**config.mk**
```make
export PLATFORM = sky130hd
export DESIGN_NAME = spics_top
export DESIGN_NICKNAME = d
export VERILOG_FILES = /design/src/core/spics_pkg.sv /design/src/core/spics_fifo.sv /design/src/core/spics_top.sv
export VERILOG_INCLUDE_DIRS = /design/src /design/src/core
export SDC_FILE = /design/constraint.sdc
export NUM_CORES = 1
export LEC_CHECK = 0
export ABC_AREA = 1
export CAP_MARGIN = 10
export CORE_MARGIN = 1
export CORE_UTILIZATION = 42
export CTS_CLUSTER_DIAMETER = 60
export DETAILED_ROUTE_END_ITERATION = 7
export DONT_BUFFER_PORTS = 1
export GPL_TIMING_DRIVEN = 0
export PLACE_DENSITY = 0.56
export SYNTH_ARGS = -nofsm -noshare
export SYNTH_HDL_FRONTEND = slang
export SYNTH_SLANG_ARGS = --single-unit
export TNS_END_PERCENT = 10
```
**constraint.sdc**
```tcl
create_clock -name I_CLK_SYS -period 2 [get_ports I_CLK_SYS]
set_input_delay 0 -clock I_CLK_SYS [delete_from_list [all_inputs] [get_ports I_CLK_SYS]]
set_output_delay 0 -clock I_CLK_SYS [all_outputs]
set_load 0.02 [all_outputs]
```
**src/core/spics_regs.svh**
```systemverilog
// Register offsets, field positions, reset values and shift-clock divisors
// for the serial port control and status block.
// Assumes the includer works on an 8-bit register-file address.
`ifndef SPICS_REGS_SVH
`define SPICS_REGS_SVH

// Register-file addresses
`define SPICS_CTRL_ADDR 8'hE9
`define SPICS_STAT_ADDR 8'hEA
`define SPICS_DATA_ADDR 8'hEB

// Control register fields
`define SPICS_CTRL_IE 7
`define SPICS_CTRL_EN 6
`define SPICS_CTRL_MSBF 5
`define SPICS_CTRL_MSTR 4
`define SPICS_CTRL_CPOL 3
`define SPICS_CTRL_CPHA 2
`define SPICS_CTRL_RATE_HI 1
`define SPICS_CTRL_RATE_LO 0

// Status register fields
`define SPICS_STAT_PEND 7
`define SPICS_STAT_WCOL 6
`define SPICS_STAT_MODF 5
`define SPICS_STAT_DBL 0

// Reset values
`define SPICS_CTRL_RESET 8'h00
`define SPICS_STAT_RESET 8'h00

// Oscillator divisors for rate codes 0..3
`define SPICS_DIV0 9'h004
`define SPICS_DIV1 9'h010
`define SPICS_DIV2 9'h040
`define SPICS_DIV3 9'h100

`endif

```
**src/core/spics_pkg.sv**
```systemverilog
// Types and shared helpers of the serial port control and status block.
// Assumes spics_regs.svh is on the include path.
`include "spics_regs.svh"

package spics_pkg;

  typedef enum logic {S_IDLE, S_XFER} spics_state_e;

  // Half period of the shift clock in oscillator cycles
  function automatic logic [7:0] spics_half(input logic [1:0] rate, input logic dbl);
    logic [8:0] div;
    case (rate)
      2'h0: div = `SPICS_DIV0;
      2'h1: div = `SPICS_DIV1;
      2'h2: div = `SPICS_DIV2;
      default: div = `SPICS_DIV3;
    endcase
    return dbl ? 8'(div >> 2) : 8'(div >> 1);
  endfunction : spics_half

  function automatic logic [7:0] spics_rev(input logic [7:0] d);
    logic [7:0] r;
    r = 8'h00;
    for (int i = 0; i < 8; i++)
      r[i] = d[7 - i];
    return r;
  endfunction : spics_rev

endpackage : spics_pkg

```
**src/core/spics_fifo.sv**
```systemverilog
// Transmit byte FIFO with valid/ready on both sides.
// Assumes one clock; fill and drain handshakes are synchronous to it.
`timescale 1ns/1ps

module spics_fifo
#(
  parameter int WIDTH = 8,
  parameter int DEPTH = 16
)
(
  // Clock and reset
  input wire logic i_clk,
  input wire logic i_rstn,
  // Fill side
  input wire logic i_in_valid,
  output logic o_in_ready,
  input wire logic [WIDTH-1:0] i_in_data,
  // Drain side
  output logic o_out_valid,
  input wire logic i_out_ready,
  output logic [WIDTH-1:0] o_out_data
);

  localparam int AW = $clog2(DEPTH);
  localparam logic [AW:0] DEPTH_C = (AW + 1)'(DEPTH);

  logic [WIDTH-1:0] mem [DEPTH];
  logic [AW-1:0] wr_ptr, next_wr_ptr;
  logic [AW-1:0] rd_ptr, next_rd_ptr;
  logic [AW:0] count, next_count;
  logic full, next_full;
  logic empty, next_empty;
  logic push, pop;

  always_comb
  begin
    push = i_in_valid && !full;
    pop = i_out_ready && !empty;
    next_wr_ptr = push ? wr_ptr + 1'b1 : wr_ptr;
    next_rd_ptr = pop ? rd_ptr + 1'b1 : rd_ptr;
    next_count = count;
    if (push && !pop)
      next_count = count + 1'b1;
    else if (pop && !push)
      next_count = count - 1'b1;
    next_full = next_count == DEPTH_C;
    next_empty = next_count == '0;
  end

  always_ff @(posedge i_clk or negedge i_rstn)
  begin
    if (!i_rstn)
    begin
      wr_ptr <= '0;
      rd_ptr <= '0;
      count <= '0;
      full <= 1'b0;
      empty <= 1'b1;
    end
    else
    begin
      wr_ptr <= next_wr_ptr;
      rd_ptr <= next_rd_ptr;
      count <= next_count;
      full <= next_full;
      empty <= next_empty;
    end
  end

  // Storage needs no reset; empty guards every read
  always_ff @(posedge i_clk)
  begin
    if (push)
      mem[wr_ptr] <= i_in_data;
  end

  assign o_in_ready = !full;
  assign o_out_valid = !empty;
  assign o_out_data = mem[rd_ptr];

endmodule : spics_fifo

```
**src/core/spics_top.sv**
```systemverilog
// Serial port control/status registers with the byte shift engine behind them.
// Assumes a register-file strobe port on the oscillator clock and pins from
// outside that domain; the slave shift clock must stay well below fosc/8.
// Operation
// RULE1: Control bit 7 gates the interrupt; bit 6 turns the whole port off or on; the code still fills the FIFO and flags write collisions while it is off.
// RULE2: Control bit 5 picks bit order: 0 LSB first, 1 MSB first.
// RULE3: Control bit 4 picks role: 0 slave clocked externally, 1 master drives clock.
// RULE4: Control bit 3 sets shift clock idle level: 0 low, 1 high.
// RULE5: Control bit 2 picks sampling: 0 leading edge, 1 trailing edge.
// RULE6: Master clock is fosc over 4/16/64/256; status bit 0 doubles it.
// RULE7: Status bits 7,6,5 are read-only flags reset to zero; bit 0 read/write.
// RULE8: Interrupt request is high only while pending flag and enable are set; the code registers it, so it follows them one cycle late.
`timescale 1ns/1ps
`include "spics_regs.svh"

module spics_top
  import spics_pkg::*;
#(
  parameter int FIFO_DEPTH = 16
)
(
  // Clock and reset
  input wire logic I_CLK_SYS,
  input wire logic I_RSTN,
  // Register-file access
  input wire logic [7:0] I_REG_ADDR,
  input wire logic I_REG_WE,
  input wire logic I_REG_RE,
  input wire logic [7:0] I_REG_WDATA,
  output logic [7:0] O_REG_RDATA,
  output logic O_TX_READY,
  // Interrupt request
  output logic O_IRQ,
  // Serial pins
  input wire logic I_SERIAL_SHIFT_CLOCK_PIN,
  output logic O_SERIAL_SHIFT_CLOCK_PIN,
  output logic O_SERIAL_SHIFT_CLOCK_PIN_OE,
  input wire logic I_SDI,
  output logic O_SDO,
  output logic O_SDO_OE,
  input wire logic I_SS_N
);

  spics_state_e state, next_state;
  logic [7:0] ctrl, next_ctrl;
  logic dbl, next_dbl;
  logic pend, next_pend;
  logic wcol, next_wcol;
  logic modf, next_modf;
  logic [7:0] tmr, next_tmr;
  logic [3:0] cnt, next_cnt;
  logic [7:0] sh, next_sh;
  logic [7:0] rx_sh, next_rx_sh;
  logic [7:0] rx_data, next_rx_data;
  logic sck_o, next_sck_o;
  logic sck_oe, next_sck_oe;
  logic sdo, next_sdo;
  logic sdo_oe, next_sdo_oe;
  logic irq, next_irq;
  logic [7:0] rdata, next_rdata;
  // Registered copy keeps the ready output straight from a flop
  logic tx_rdy, next_tx_rdy;

  // Pin synchronisers and edge history
  logic sck_m, sck_s, sck_prev;
  logic sdi_m, sdi_s;
  logic ss_m, ss_s, ss_prev;

  logic [7:0] half, load_val, load_sh, rx_next;
  logic start, pop, tick, edge_ev, set_pend, set_modf, set_wcol;
  logic stat_rd, data_wr, ss_low, ss_fall;
  logic fifo_in_ready, fifo_out_valid;
  logic [7:0] fifo_out_data;

  spics_fifo #(
    .WIDTH(8),
    .DEPTH(FIFO_DEPTH)
  ) u_tx_fifo (
    .i_clk(I_CLK_SYS),
    .i_rstn(I_RSTN),
    .i_in_valid(data_wr),
    .o_in_ready(fifo_in_ready),
    .i_in_data(I_REG_WDATA),
    .o_out_valid(fifo_out_valid),
    .i_out_ready(pop),
    .o_out_data(fifo_out_data)
  );

  always_ff @(posedge I_CLK_SYS or negedge I_RSTN)
  begin
    if (!I_RSTN)
    begin
      sck_m <= 1'b0;
      sck_s <= 1'b0;
      sck_prev <= 1'b0;
      sdi_m <= 1'b0;
      sdi_s <= 1'b0;
      ss_m <= 1'b1;
      ss_s <= 1'b1;
      ss_prev <= 1'b1;
    end
    else
    begin
      sck_m <= I_SERIAL_SHIFT_CLOCK_PIN;
      sck_s <= sck_m;
      sck_prev <= sck_s;
      sdi_m <= I_SDI;
      sdi_s <= sdi_m;
      ss_m <= I_SS_N;
      ss_s <= ss_m;
      ss_prev <= ss_s;
    end
  end

  always_comb
  begin
    next_state = state;
    next_ctrl = ctrl;
    next_dbl = dbl;
    next_tmr = tmr;
    next_cnt = cnt;
    next_sh = sh;
    next_rx_sh = rx_sh;
    next_rx_data = rx_data;
    next_sck_o = sck_o;
    next_sdo = sdo;
    start = 1'b0;
    pop = 1'b0;
    tick = 1'b0;
    edge_ev = 1'b0;
    set_pend = 1'b0;
    set_modf = 1'b0;
    set_wcol = 1'b0;
    ss_low = !ss_s;
    ss_fall = ss_prev && !ss_s;
    stat_rd = I_REG_RE && I_REG_ADDR == `SPICS_STAT_ADDR;
    data_wr = I_REG_WE && I_REG_ADDR == `SPICS_DATA_ADDR;
    half = spics_half(ctrl[`SPICS_CTRL_RATE_HI:`SPICS_CTRL_RATE_LO], dbl); // [RULE6]
    load_val = fifo_out_valid ? fifo_out_data : 8'h00;
    load_sh = ctrl[`SPICS_CTRL_MSBF] ? load_val : spics_rev(load_val); // [RULE2]
    rx_next = rx_sh;
    if (I_REG_WE && I_REG_ADDR == `SPICS_CTRL_ADDR)
      next_ctrl = I_REG_WDATA;
    if (I_REG_WE && I_REG_ADDR == `SPICS_STAT_ADDR)
      next_dbl = I_REG_WDATA[`SPICS_STAT_DBL]; // [RULE7]
    // A full FIFO drops the byte and flags the collision
    if (data_wr && !fifo_in_ready)
      set_wcol = 1'b1;
    case (state)
      S_IDLE:
      begin
        next_tmr = 8'h00;
        next_cnt = 4'h0;
        next_sck_o = ctrl[`SPICS_CTRL_CPOL]; // [RULE4]
        if (ctrl[`SPICS_CTRL_EN] && ctrl[`SPICS_CTRL_MSTR] && fifo_out_valid && !ss_low)
          start = 1'b1; // [RULE3]
        else if (ctrl[`SPICS_CTRL_EN] && !ctrl[`SPICS_CTRL_MSTR] && ss_fall)
          start = 1'b1;
        if (start)
        begin
          pop = fifo_out_valid;
          next_state = S_XFER;
          // Leading-edge sampling needs the first bit out before any edge
          if (!ctrl[`SPICS_CTRL_CPHA])
          begin
            next_sdo = load_sh[7]; // [RULE5]
            next_sh = {load_sh[6:0], 1'b0};
          end
          else
            next_sh = load_sh;
        end
      end
      S_XFER:
      begin
        if (ctrl[`SPICS_CTRL_MSTR])
        begin
          tick = tmr == half - 8'h01; // [RULE6]
          next_tmr = tick ? 8'h00 : tmr + 8'h01;
          edge_ev = tick;
          if (tick)
            next_sck_o = !sck_o; // [RULE3]
        end
        else
          edge_ev = sck_s != sck_prev;
        if (edge_ev)
        begin
          if (cnt[0] == ctrl[`SPICS_CTRL_CPHA])
          begin
            rx_next = {rx_sh[6:0], sdi_s}; // [RULE5]
            next_rx_sh = rx_next;
          end
          else
          begin
            next_sdo = sh[7];
            next_sh = {sh[6:0], 1'b0};
          end
          next_cnt = cnt + 4'h1;
          if (cnt == 4'hF)
          begin
            next_rx_data = ctrl[`SPICS_CTRL_MSBF] ? rx_next : spics_rev(rx_next); // [RULE2]
            set_pend = 1'b1;
            next_state = S_IDLE;
          end
        end
        // Slave frame ends early if select is released
        if (!ctrl[`SPICS_CTRL_MSTR] && !ss_low)
          next_state = S_IDLE;
      end
      default: next_state = S_IDLE;
    endcase
    // Another master pulling select low forces this one back to slave
    if (ctrl[`SPICS_CTRL_EN] && ctrl[`SPICS_CTRL_MSTR] && ss_low)
    begin
      set_modf = 1'b1;
      next_ctrl[`SPICS_CTRL_MSTR] = 1'b0;
      next_state = S_IDLE;
    end
    if (!ctrl[`SPICS_CTRL_EN])
      next_state = S_IDLE; // [RULE1]
    next_sck_oe = ctrl[`SPICS_CTRL_EN] && ctrl[`SPICS_CTRL_MSTR]; // [RULE1] [RULE3]
    next_sdo_oe = ctrl[`SPICS_CTRL_EN] && (ctrl[`SPICS_CTRL_MSTR] || ss_low); // [RULE1]
    // Reading status clears the flags; a same-cycle event still sets
    next_pend = (pend && !stat_rd) || set_pend; // [RULE7]
    next_wcol = (wcol && !stat_rd) || set_wcol; // [RULE7]
    next_modf = (modf && !stat_rd) || set_modf; // [RULE7]
    next_irq = pend && ctrl[`SPICS_CTRL_IE]; // [RULE8] [RULE1]
    next_tx_rdy = fifo_in_ready;
    next_rdata = rdata;
    if (I_REG_RE)
    begin
      case (I_REG_ADDR)
        `SPICS_CTRL_ADDR: next_rdata = ctrl;
        `SPICS_STAT_ADDR: next_rdata = {pend, wcol, modf, 4'h0, dbl}; // [RULE7]
        `SPICS_DATA_ADDR: next_rdata = rx_data;
        default: next_rdata = 8'h00;
      endcase
    end
  end

  always_ff @(posedge I_CLK_SYS or negedge I_RSTN)
  begin
    if (!I_RSTN)
    begin
      state <= S_IDLE;
      ctrl <= `SPICS_CTRL_RESET;
      dbl <= 1'(`SPICS_STAT_RESET >> `SPICS_STAT_DBL);
      pend <= 1'b0;
      wcol <= 1'b0;
      modf <= 1'b0;
      tmr <= 8'h00;
      cnt <= 4'h0;
      sh <= 8'h00;
      rx_sh <= 8'h00;
      rx_data <= 8'h00;
      sck_o <= 1'b0;
      sck_oe <= 1'b0;
      sdo <= 1'b0;
      sdo_oe <= 1'b0;
      irq <= 1'b0;
      rdata <= 8'h00;
      tx_rdy <= 1'b1;
    end
    else
    begin
      state <= next_state;
      ctrl <= next_ctrl;
      dbl <= next_dbl;
      pend <= next_pend;
      wcol <= next_wcol;
      modf <= next_modf;
      tmr <= next_tmr;
      cnt <= next_cnt;
      sh <= next_sh;
      rx_sh <= next_rx_sh;
      rx_data <= next_rx_data;
      sck_o <= next_sck_o;
      sck_oe <= next_sck_oe;
      sdo <= next_sdo;
      sdo_oe <= next_sdo_oe;
      irq <= next_irq;
      rdata <= next_rdata;
      tx_rdy <= next_tx_rdy;
    end
  end

  assign O_REG_RDATA = rdata;
  assign O_TX_READY = tx_rdy;
  assign O_IRQ = irq;
  assign O_SERIAL_SHIFT_CLOCK_PIN = sck_o;
  assign O_SERIAL_SHIFT_CLOCK_PIN_OE = sck_oe;
  assign O_SDO = sdo;
  assign O_SDO_OE = sdo_oe;

  // Cycles since the last master clock toggle or frame start
  logic [7:0] gap;
  always_ff @(posedge I_CLK_SYS or negedge I_RSTN)
  begin
    if (!I_RSTN)
      gap <= 8'h00;
    else
      gap <= (tick || start) ? 8'h00 : gap + 8'h01;
  end
endmodule : spics_top

```
# Word level (Yosys, flattened, before mapping)

Memories as Yosys holds them, arrays and structs flattened.
Index checks and enable logic that the tools add are counted.

Bitwise logic cells: 1
Shifts and indexed selects: 0
$lt $le $gt $ge: 0
Eq/ne operators: 16
Reduce and logical (&&, ||, !) cells: 42
Add/subtract/negate cells: 7
Multiply operators: 0
Mux-type cells: 50
Div/mod/pow operators: 0

Operators by type and width:

| operator              | number |
|---|---|
| $mux W8               | 11 |
| $pmux W8 S2           | 2 |
| $mux W1               | 27 |
| $pmux W9 S3           | 1 |
| $eq A8 B8 Y1 const B  | 3 |
| $pmux W8 S3           | 1 |
| $logic_and A1 B1 Y1   | 22 |
| $mux W5               | 3 |
| $add A4 B1 Y4 const B | 3 |
| $add A8 B1 Y8 const B | 1 |
| $eq A8 B8 Y1          | 1 |
| $logic_not A1 Y1      | 8 |
| $ne A2 B1 Y1 const B  | 4 |
| $pmux W4 S2           | 1 |
| $sub A8 B1 Y8 const B | 1 |
| $pmux W1 S2           | 3 |
| $reduce_and A3 Y1     | 2 |
| $add A5 B1 Y5 const B | 1 |
| $eq A5 B5 Y1 const B  | 1 |
| $logic_not A5 Y1      | 1 |
| $sub A5 B1 Y5 const B | 1 |
| $eq A4 B4 Y1 const B  | 1 |
| $logic_or A1 B1 Y1    | 4 |
| $mux W4               | 1 |
| other kinds (10)      | 12 |

Logic and storage cells: 149
Memory bits (read-only): 0
RAM bits: 128
Memories: 1
Latch bits: 0
Flip-flop bits (word level): 86

Memory list:

| memory        | words | bits a word | read ports | clocked after Yosys merged registers in | write ports | RTL line         | RTL |
|---|---|---|---|---|---|---|---|
| u_tx_fifo.mem | 16    | 8           | 1          | 0                                       | 1           | spics_fifo.sv:27 | `logic [WIDTH-1:0] mem [DEPTH];` |

# Depth between registers and ports, before layout

Gate-level depths: netlist of the first run.

Depth in word-level cells: 13
Depth in mapped cells: 15

# Modules after synthesis

A second synthesis of the first run with hierarchy kept.

Cell total of the unflattened synthesis: 960
Area, all modules: 9,726.8 µm²

By module, submodules not included:

| module     | times used | area an instance (µm²) | seq. area each (µm²) | cells each |
|---|---|---|---|---|
| spics_fifo | 1          | 6,039.5                | 4,220.3              | 498 |
| spics_top  | 1          | 3,687.3                | 1,781.7              | 462 |

# Least setup slack after synthesis of the first run

No wires, ideal clock.

Path kind: reg-to-reg
Start point: register ctrl[1]
End point: register state
Setup time: 113 ps
Clock period less this slack: 1,746 ps
Data arrival time: 1,633 ps
Path buffers: 2
Slack: 254 ps
Cell stages (with the launch flop): 15
Cell sequence: dfrtp_1 buf_6 nor2_1 nand2_1 xor2_1 nand2_1 nor2_1 nand3_1 nand2_2 nand2_4 inv_4 nand2_4 buf_6 nand2_1 inv_1

Word-level cells in the longest chain between the ends: 12
Elaborated cells on any way between the ends: 14
Those cells by class: 1 x add/sub; 3 x eq/ne; 9 x mux; 1 x reduce/logical

RTL lines:

| item                                       | RTL line         | RTL |
|---|---|---|
| start, declared                            | spics_top.sv:45  | `logic [7:0] ctrl, next_ctrl;` |
| start signal, assigned                     | spics_top.sv:245 | `` ctrl <= `SPICS_CTRL_RESET; `` |
| start signal, assigned                     | spics_top.sv:266 | `ctrl <= next_ctrl;` |
| $eq A2 B2 Y1, or another cell as far along | spics_pkg.sv:12  | `case (rate)` |
| $pmux W9 S3 *                              | spics_pkg.sv:12  |  |
| $mux W8 *                                  | spics_pkg.sv:18  | `return dbl ? 8'(div >> 2) : 8'(div >> 1);` |
| $sub A8 B1 Y8 *                            | spics_top.sv:177 | `tick = tmr == half - 8'h01;` |
| $eq A8 B8 Y1 *                             | spics_top.sv:177 |  |
| $mux W1 *                                  | spics_top.sv:175 | `` if (ctrl[`SPICS_CTRL_MSTR]) `` |
| $mux W1 *                                  | spics_top.sv:149 | `case (state)` |
| $mux W1 *                                  | spics_top.sv:185 | `if (edge_ev)` |
| $mux W1 *                                  | spics_top.sv:206 | `` if (!ctrl[`SPICS_CTRL_MSTR] && !ss_low) `` |
| $pmux W1 S2 *                              | spics_top.sv:149 |  |
| $mux W1 *                                  | spics_top.sv:212 | `` if (ctrl[`SPICS_CTRL_EN] && ctrl[`SPICS_CTRL_MSTR] && ss_low) `` |
| $mux W1 *                                  | spics_top.sv:218 | `` if (!ctrl[`SPICS_CTRL_EN]) `` |
| net next_state                             | spics_top.sv:44  | `spics_state_e state, next_state;` |
| end signal, assigned                       | spics_top.sv:265 | `state <= next_state;` |
| end, declared                              | spics_top.sv:44  |  |

The timed path passes the listed nets; every way through them passes the cells marked *. The select of a mux whose other input is x is not followed.
A chain may end at the register's enable or synchronous reset.

# Worst setup path after layout of the first run

Start point: register u_tx_fifo.full
End point: memory u_tx_fifo.mem[13][6] (enable)

Word-level cells in the longest chain between the ends: 4

RTL lines:

| item                          | RTL line         | RTL |
|---|---|---|
| start, declared               | spics_fifo.sv:31 | `logic full, next_full;` |
| start signal, assigned        | spics_fifo.sv:65 | `full <= next_full;` |
| $logic_not A1 Y1              | spics_fifo.sv:37 | `push = i_in_valid && !full;` |
| $logic_and A1 B1 Y1           | spics_fifo.sv:37 |  |
| $mux W1                       | spics_fifo.sv:73 | `if (push)` |
| $mux W1 (implied by the code) | spics_fifo.sv:74 | `mem[wr_ptr] <= i_in_data;` |
| end, declared                 | spics_fifo.sv:27 |  |

Every way passes these cells.

==> flow_summary.json, run 1 <==
{
  "status": "finished with violations",
  "violations": "negative setup slack",
  "cts_root_buf": "clkbuf_16",
  "p_comb_share_pct": 33.1,
  "crit_chain": "nor3_1 > nand2_1 > nor2_2",
  "max-slew-margin-rel_pct": 30.2,
  "grt_pass1_vias": 7013,
  "p_sw_share_pct": 36.5,
  "async_flop_share_pct": 40.2,
  "power-per-cell-area_mw_per_mm2": 1230,
  "ys_seq_area_share_pct": 59.8,
  "p_sw_w": 0.00528,
  "grt_remaining_overflow": 0,
  "rsz0062_at_grt": "yes",
  "place_hpwl_um": 16800,
  "worstPathMaxFanout": 8,
  "arrival_ns": 2.16,
  "drt-pass1-iter-count": 5,
  "grt_antenna_before_repair": 0,
  "clockPowerShare_pct": 30.2,
  "worstPathRequired_ns": 2.16,
  "path_class": "flip-flop to flip-flop",
  "r2r-start": "u_tx_fifo.full",
  "wirelength_um": 24800,
  "area_growth_pct": 17.2,
  "clk_latency_ns": 0.53,
  "nets": 1197,
  "p_int_w": 0.00920,
  "multi_input_area_mm2": 0.00339,
  "grt_max_degree": 87,
  "cts_buffers": 25,
  "io_pins": 37,
  "fillerInstances": 2116,
  "initial_core_util_pct": 42.8,
  "drc": 0,
  "period_share_pct": 100,
  "min_period_ns": 2.00,
  "antennaDiodeCount": 0,
  "cp-end-kind": "flip-flop",
  "synth_fp_nets": 1142,
  "hp-class": "input port to flip-flop",
  "wl_per_cell_um": 16.5,
  "crit_path_end": "u_tx_fifo.mem[13][6]",
  "setup_viol": 3,
  "track_usage_pct": 21.0,
  "clock_sinks": 214,
  "whs_ns": 0.0206,
  "r2r-end": "u_tx_fifo.mem[13][6]",
  "clock_path_buffers": 3,
  "gp_congestion": 0.844,
  "viasPerCell": 4.99,
  "synth.avg_cell_area_um2": 9.05,
  "utilization_pct": 50.2,
  "cts_tree": "built",
  "via_count": 7505,
  "dp_cells": 1429,
  "tightest_slew_ns": 1.04,
  "hold_viol_final": 0,
  "worstSetupStartpointType": "flip-flop",
  "pre_cts_slack_ns": -0.346,
  "numPortBuffers": 0,
  "timing.fmax_mhz": 500,
  "die-area_mm2": 0.0245,
  "seqPwrFrac_pct": 36.8,
  "fp.dieH_um": 157,
  "synth_area_mm2": 0.0100,
  "grt_pass1_wl_um": 39000,
  "worst_clock_skew_ns": 0.0202,
  "ys_warn_count": 0,
  "synth_ff_type": "edfxtp_1",
  "drive_above_1_share_pct": 11.8,
  "core.rowCount": 56,
  "fp.dieW_um": 157,
  "synth_cell_types": 43,
  "synth_edf_count": 128,
  "ir_drop_mv": 0.719,
  "crit_slowest_cell": "nor2_2",
  "fin_setup_tns_ns": -0.00233,
  "slew_violations": 0,
  "slowest_delay_ns": 0.49,
  "drt-initial-drc-count": 547,
  "final_cells": 1503,
  "synthCells": 1110,
  "fin_ws_ns": -0.00107,
  "startpoint": "u_tx_fifo.full",
  "seqCellArea_mm2": 0.00601,
  "reg2reg_slack_ns": -0.001,
  "worst_r2r_path_depth": 3,
  "antenna_left": 0,
  "cellLeakagePower_nw": 5.24,
  "fp.coreArea_mm2": 0.0235,
  "yosys_register_bits": 214,
  "clkSlewWorstSetupHoldPaths_ns": 0.06,
  "cts-htree-levels": 1,
  "maxCapViolations": 0
}
## Yosys cell counts, types with 2 or more instances
master	instances	area, um2
a21oi_1	11	55.1
buf_6	2	22.5
edfxtp_1	128	3840
xor2_1	16	140
o21a_1	4	30.0
clkinv_1	4	15.0
nor3_1	4	20.0
xnor2_1	2	17.5
dfrtp_1	81	2030
nand2_1	345	1290
a221oi_1	2	17.5
inv_1	149	559
buf_2	21	105
dfstp_2	5	131
o22ai_1	2	12.5
o21ai_0	54	270
nand3b_1	2	15.0
nand2_2	2	12.5
clkbuf_1	13	48.8
nand4_1	9	56.3
o21ai_1	3	15.0
nand2_4	2	22.5
buf_1	3	11.3
o21ai_2	8	70.1
ha_1	9	113
nand3_1	138	691
inv_2	6	22.5
nor2_1	70	263
## layout make-up
cell class / count / share of cell area [%]
flip-flops and latches: 214 / 51.0
multi-input cells: 697 / 28.8
clock buffers: 29 / 5.53
inverters: 160 / 5.31
well taps: 319 / 3.39
plain buffers: 39 / 2.45
repair buffers: 28 / 2.38
clock inverters: 17 / 1.13
## cells in the final DEF, fill, tap and decap left out, types with 4 or more instances in the layout
master         synthesis  layout
edfxtp_1             128     128
nand2_1              345     343
dfstp_2                5       5
buf_4                  0      14
inv_1                149     145
a21oi_1               11      11
dfrtp_1               81      78
o21ai_1                3       4
buf_2                 21       5
inv_2                  6       5
clkbuf_1              13       9
clkbuf_16              0      25
o21a_1                 4       4
ha_1                   9       9
nor2_2                 1      10
o21ai_2                8       8
clkinv_2               0       6
nand4_1                9       9
nor2_4                 1      12
nor2_1                70      50
o21ai_0               54      53
nand3_1              138     135
xor2_1                16      15
dlygate4sd3_1          0      20
nor3_1                 4       4
buf_6                  2      10
nand2_2                2       4
clkbuf_2               0       6
clkinv_1               4      10
## flip-flops by register name, indices dropped and copies added, names as in the netlist, 4 cells and up
signal and cells:
cnt 4, O_REG_RDATA 8, tmr 8, u_tx_fifo.rd_ptr 4, u_tx_fifo.wr_ptr 4, rx_sh 8
rx_data 8, u_tx_fifo.count 5, sh 8, ctrl 8, u_tx_fifo.mem 128
## worst min path at each step
| stage | from | to | cells after the start |
|---|---|---|---|
| 2_1_floorplan | I_RSTN | O_IRQ | 0 |
| 3_3_place_gp | I_RSTN | tmr[2] | 0 |
| 5_1_grt | I_SS_N | ss_m | 1 |
| 4_1_cts | I_SS_N | ss_m | 1 |
| 6_report | I_REG_ADDR[4] | O_REG_RDATA[4] | 5 |
| 3_5_place_dp | I_RSTN | tmr[2] | 0 |
## routing by layer
layer	vias to the layer above	share of wire, %	track usage [%]
met5	-	0	0
met4	0	2.9	7.52
met3	52	5.7	2.94
met2	210	43	31.1
met1	3536	48	31.4
li1	3707	-	-
## power by group through the flow
stage	logic [W]	registers [W]	clock network, W
after floorplan	0.00308	0.00533	0
after global placement	0.00427	0.00539	0
after detailed placement	0.00430	0.00540	0
after CTS	0.00453	0.00532	0.00444
after global routing	0.00540	0.00537	0.00460
final	0.00479	0.00532	0.00437
## per-stage QoR
step / instance area, um2 / power [W]
6_report: 11800 / 0.0145
4_1_cts: 11600 / 0.0143
5_1_grt: 11800 / 0.0154
3_3_place_gp: 10400 / 0.00966
2_1_floorplan: 10000 / 0.00841
3_5_place_dp: 10400 / 0.00970
## logic make-up after synthesis
family | after synthesis | share of synthesized area, %
compound gates | 89 | 5.08
flops | 214 | 59.8
buf+inv | 199 | 7.87
fa+ha+maj | 9 | 1.12
xor+xnor | 18 | 1.57
simple gates | 581 | 24.6
## critical path: cells and delay by family (launching register included)
kind | cells | cell delay, ns
simple gates | 3 | 1.24
flops | 1 | 0.42
## repair_timing
item / 4_1_cts / 5_1_grt
hold buffers: 21 / 0
endpoints found under the hold margin: 242 / 0
setup buffers: 0 / 7
setup endpoints to repair: 142 / 161
gates resized for setup: 37 / 67
pin swaps: 0 / 2
Note: power is estimated with default switching activity, not from simulation.
==> run 2: changes to the inputs <==
--- a/config.mk
+++ b/config.mk
@@ -10,11 +10,12 @@
 export CAP_MARGIN = 10
 export CORE_MARGIN = 1
 export CORE_UTILIZATION = 42
+export CTS_BUF_LIST = sky130_fd_sc_hd__clkbuf_8
 export CTS_CLUSTER_DIAMETER = 60
 export DETAILED_ROUTE_END_ITERATION = 7
 export DONT_BUFFER_PORTS = 1
 export GPL_TIMING_DRIVEN = 0
-export PLACE_DENSITY = 0.56
+export PLACE_DENSITY_LB_ADDON = 0.05
 export SYNTH_ARGS = -nofsm -noshare
 export SYNTH_HDL_FRONTEND = slang
 export SYNTH_SLANG_ARGS = --single-unit
==> flow_summary.json, run 2 (synthesis gave the netlist of run 1 again) <==
{
  "status": "finished with violations",
  "violations": "negative hold slack",
  "timing.fmax_mhz": 506,
  "multi_input_area_mm2": 0.00350,
  "clkSlewWorstSetupHoldPaths_ns": 0.06,
  "seqPwrFrac_pct": 36.8,
  "hold_start": "I_REG_ADDR[4]",
  "max-slew-margin-rel_pct": 34.2,
  "fp.coreArea_mm2": 0.0235,
  "worstPathMaxFanout": 7,
  "pre_cts_slack_ns": -0.403,
  "wirelength_um": 26800,
  "via_count": 7635,
  "ir_drop_mv": 0.652,
  "period_share_pct": 98.7,
  "layout_commonest_cell": "nand2_1",
  "drive_above_1_share_pct": 15.3,
  "seqCellArea_mm2": 0.00600,
  "clk_latency_ns": 0.55,
  "cts_buffers": 40,
  "final_cell_mix": "nand2_1, inv_1, edfxtp_1",
  "path_class": "flip-flop to flip-flop",
  "r2r-start": "ctrl[4]",
  "p_int_w": 0.00897,
  "maxCapViolations": 0,
  "largest_register_ffs": 128,
  "cts-htree-levels": 2,
  "antenna_left": 0,
  "clock_path_buffers": 3,
  "grt_antenna_before_repair": 2,
  "p_sw_w": 0.00560,
  "worst_r2r_path_depth": 9,
  "drc": 0,
  "tightest_slew_ns": 0.984,
  "nets": 1221,
  "wl_per_cell_um": 17.4,
  "power-per-cell-area_mw_per_mm2": 1220,
  "place_hpwl_um": 17600,
  "fp.dieW_um": 157,
  "core.rowCount": 56,
  "total_power_w": 0.0146,
  "cp-end-kind": "flip-flop",
  "reg2reg_slack_ns": 0.03,
  "io_pins": 37,
  "initial_core_util_pct": 42.8,
  "viasPerCell": 4.96,
  "utilization_pct": 51.0,
  "p_comb_share_pct": 36.2,
  "slew_violations": 0,
  "hp-class": "input port to flip-flop",
  "clockPowerShare_pct": 27.0,
  "rsz0062_at_grt": "yes",
  "fillerInstances": 2238,
  "die-area_mm2": 0.0245,
  "track_usage_pct": 23.0,
  "worst_clock_skew_ns": 0.0218,
  "p_sw_share_pct": 38.5,
  "setup_viol": 0,
  "arrival_ns": 2.44,
  "drt-pass1-iter-count": 5,
  "grt_remaining_overflow": 0,
  "fin_ws_ns": 0.0254,
  "cts_root_buf": "clkbuf_8",
  "cellLeakagePower_nw": 5.39,
  "r2r-end": "u_tx_fifo.full",
  "clock_sinks": 214,
  "antennaDiodeCount": 0,
  "whs_endpoint": "O_REG_RDATA[7]",
  "whs_path_depth": 5,
  "hold_viol_final": 2,
  "grt_max_degree": 87,
  "drt-initial-drc-count": 593,
  "worstPathRequired_ns": 2.47,
  "regMostFlops": "u_tx_fifo.mem",
  "grt_pass1_vias": 7419,
  "gp_congestion": 0.860,
  "min_period_ns": 1.97,
  "grt_pass1_wl_um": 41700,
  "worstSetupStartpointType": "flip-flop",
  "whs_ns": -0.00842,
  "fp.dieH_um": 157,
  "numPortBuffers": 0,
  "area_growth_pct": 19.2,
  "cts_tree": "built"
}
-- run 2: changes by cell type in the layout (fill, tap and decap cells not counted), moves of 5 or more --
cell	before	now
nand2_1	343	328
nand3_2	3	11
nand2_2	4	19
clkbuf_16	25	0
nand3_1	135	127
clkbuf_8	1	46
nor2_4	12	17
inv_1	145	157
-- run 2: through the flow --
| stage | area (um2) | instances | hold WS (ns) | setup TNS [ns] |
|---|---|---|---|---|
| floorplan | 10000 | 1110 | -0.296 | 0 |
| global placement | 10400 | 1429 | -0.294 | -36.88 |
| detailed placement | 10400 | 1429 | -0.294 | -37.09 |
| CTS | 11600 | 1528 | 0.00874 | -0.883 |
| global route | 12000 | 1538 | 0.0165 | -1.10 |
| finish | 12000 | 1538 | -0.00842 | 0 |
-- run 2: power groups by stage --
stage                     combinational (W)  clock [W]  sequential, W
after global routing                0.00589    0.00424        0.00541
after global placement              0.00436          0        0.00541
after floorplan                     0.00308          0        0.00533
after CTS                           0.00462    0.00406        0.00533
after detailed placement            0.00440          0        0.00541
final                               0.00527    0.00394        0.00536
-- run 2: routing by layer --
metal | track usage [%] | share of wire [%]
met5 | 0 | 0.10
met2 | 33.7 | 44
met3 | 4.02 | 5.9
met4 | 9.20 | 2.7
met1 | 33.6 | 47
-- run 2: worst max-delay path, stage by stage, from the launching register on --
cell     delay, ns
dfrtp_2       0.47
inv_1         0.19
nand4_1       0.13
nand2_2       0.11
nand3_4       0.15
nor2_2        0.25
nand3_1       0.09
a21oi_1       0.21
nand3_1       0.16
nor2_1        0.14
-- run 2: worst max path at each step --
| stage | startpoint | end | slack (ns) | depth (start not counted) |
|---|---|---|---|---|
| 3_5_place_dp | u_tx_fifo.full | u_tx_fifo.mem[15][0] | -0.40 | 3 |
| 3_3_place_gp | u_tx_fifo.full | u_tx_fifo.mem[15][0] | -0.38 | 3 |
| 5_1_grt | ctrl[4] | u_tx_fifo.empty | -0.12 | 12 |
| 4_1_cts | u_tx_fifo.rd_ptr[1] | sh[2] | -0.13 | 13 |
| 6_report | ctrl[4] | u_tx_fifo.full | 0.03 | 9 |
| 2_1_floorplan | ctrl[1] | state | 0.25 | 14 |
-- run 2: timing repair --
action / in CTS / in global routing
hold buffers: 27 / 0
endpoints found under the hold margin: 245 / 0
setup buffers: 0 / 11
pin swaps: 0 / 9
setup endpoints to repair: 144 / 66
cloned: 0 / 1
gates resized for setup: 50 / 108
-- run 2: layout make-up --
class                           instances  share of cell area, %
Timing Repair Buffer                   38                   3.09
Sequential cell                       214                   50.2
Tap cell                              319                   3.34
Clock inverter                         26                  0.983
Buffer                                 38                   2.67
Inverter                              160                   5.25
Clock buffer                           46                   5.29
Multi-Input combinational cell        697                   29.2
==> run 3: changes to the inputs <==
--- a/config.mk
+++ b/config.mk
@@ -16,6 +16,7 @@
 export DONT_BUFFER_PORTS = 1
 export GPL_TIMING_DRIVEN = 0
 export PLACE_DENSITY_LB_ADDON = 0.05
+export RECOVER_POWER = 100
 export SYNTH_ARGS = -nofsm -noshare
 export SYNTH_HDL_FRONTEND = slang
 export SYNTH_SLANG_ARGS = --single-unit
==> flow_summary.json, run 3 (synthesis gave the netlist of run 1 again) <==
{
  "worst_r2r_path_depth": 9,
  "worstSetupStartpointType": "flip-flop",
  "gp_congestion": 0.860,
  "numPortBuffers": 0,
  "drc": 0,
  "utilization_pct": 50.9,
  "antennaDiodeCount": 0,
  "initial_core_util_pct": 42.8,
  "die-area_mm2": 0.0245,
  "via_count": 7625,
  "cts_tree": "built",
  "maxCapViolations": 0,
  "whs_ns": -0.00751,
  "cts-htree-levels": 2,
  "min_period_ns": 1.97,
  "multi_input_area_mm2": 0.00350,
  "worstPathRequired_ns": 2.47,
  "worst_clock_skew_ns": 0.0218,
  "power-per-cell-area_mw_per_mm2": 1220,
  "seqCellArea_mm2": 0.00600,
  "clock_path_buffers": 3,
  "grt_pass1_wl_um": 41700,
  "area_growth_pct": 19.0,
  "layout_commonest_cell": "nand2_1",
  "setup_viol": 0,
  "startpoint": "ctrl[4]",
  "viasPerCell": 4.96,
  "ir_drop_mv": 0.651,
  "cts_root_buf": "clkbuf_8",
  "reg2reg_slack_ns": 0.03,
  "clock_sinks": 214,
  "wirelength_um": 26800,
  "grt_max_degree": 87,
  "finish.instance_area_mm2": 0.0119,
  "hold_viol_final": 2,
  "period_share_pct": 98.6,
  "final_cell_mix": "nand2_1, inv_1, edfxtp_1",
  "worstPathMaxFanout": 7,
  "antenna_left": 0,
  "place_hpwl_um": 17600,
  "fillerInstances": 2240,
  "drive_above_1_share_pct": 15.3,
  "fp.dieW_um": 157,
  "fin_ws_ns": 0.0288,
  "r2r-end": "u_tx_fifo.full",
  "status": "finished with violations",
  "grt_remaining_overflow": 0,
  "timing.fmax_mhz": 507,
  "grt_antenna_before_repair": 2,
  "fp.coreArea_mm2": 0.0235,
  "grt_pass1_vias": 7419,
  "r2r-start": "ctrl[4]",
  "drt-initial-drc-count": 591,
  "path_class": "flip-flop to flip-flop",
  "violations": "negative hold slack",
  "clkSlewWorstSetupHoldPaths_ns": 0.06,
  "clk_latency_ns": 0.55,
  "cellLeakagePower_nw": 5.38,
  "place_area_mm2": 0.0104,
  "regMostFlops": "u_tx_fifo.mem",
  "rsz0062_at_grt": "yes",
  "largest_register_ffs": 128,
  "wl_per_cell_um": 17.4,
  "io_pins": 37,
  "arrival_ns": 2.44,
  "pre_cts_slack_ns": -0.403,
  "fin_setup_tns_ns": 0,
  "fp.dieH_um": 157,
  "tightest_slew_ns": 1.23,
  "cts_buffers": 40,
  "core.rowCount": 56,
  "cp-end-kind": "flip-flop",
  "drt-pass1-iter-count": 5,
  "slew_violations": 0,
  "nets": 1221,
  "crit_path_end": "u_tx_fifo.full",
  "track_usage_pct": 23.0,
  "max-slew-margin-rel_pct": 18.0,
  "hp-class": "input port to flip-flop"
}
## run 3: worst max-delay path, stage by stage (launching register included)
cell	delay [ns]
dfrtp_2	0.47
inv_1	0.19
nand4_1	0.13
nand2_2	0.11
nand3_4	0.15
nor2_2	0.24
nand3_1	0.09
a21oi_1	0.21
nand3_1	0.16
nor2_1	0.14
## run 3: how the worst min path moves through the flow
stage	startpoint	to	slack, ns	cells past startpoint
4_1_cts	I_SERIAL_SHIFT_CLOCK_PIN	sck_m	0.009	1
6_report	I_REG_ADDR[4]	O_REG_RDATA[7]	-0.008	5
5_1_grt	I_SERIAL_SHIFT_CLOCK_PIN	sck_m	0.02	1
3_5_place_dp	I_RSTN	tmr[7]	-0.29	0
2_1_floorplan	I_RSTN	O_IRQ	-0.30	0
3_3_place_gp	I_RSTN	tmr[7]	-0.29	0
## run 3: metal layers
layer	up-vias	GRT usage (%)	routed length (um)
li1	3746	-	-
met1	3595	33.6	12700
met2	225	33.7	11800
met3	55	4.02	1620
met4	4	9.20	735
met5	-	0	27
## run 3: where the power goes
group	leakage, nW	switching (W)	internal, W
clock	0.435	0.00183	0.00211
sequential	2.20	0.000317	0.00504
combinational	2.75	0.00345	0.00181
## run 3: area by class of cell
cell class / instances / area share (%)
clock inverters: 26 / 0.984
clock buffers: 46 / 5.30
multi-input cells: 697 / 29.3
flip-flops and latches: 214 / 50.3
inverters: 160 / 5.26
well taps: 319 / 3.34
repair buffers: 38 / 2.93
plain buffers: 38 / 2.67
## run 3: stage by stage
stage | hold WS [ns] | instances | total power, W
after global routing | 0.0165 | 1538 | 0.0155
after detailed placement | -0.294 | 1429 | 0.00981
final | -0.00751 | 1538 | 0.0146
after floorplan | -0.296 | 1110 | 0.00841
after global placement | -0.294 | 1429 | 0.00977
after CTS | 0.00874 | 1528 | 0.0140
## run 3: timing repair
action,CTS,global route
endpoints found under the setup margin,144,66
pin swaps,0,9
hold buffers,27,0
setup buffers,0,11
endpoints found under the hold margin,245,0
cloned,0,1
gates resized for setup,50,108
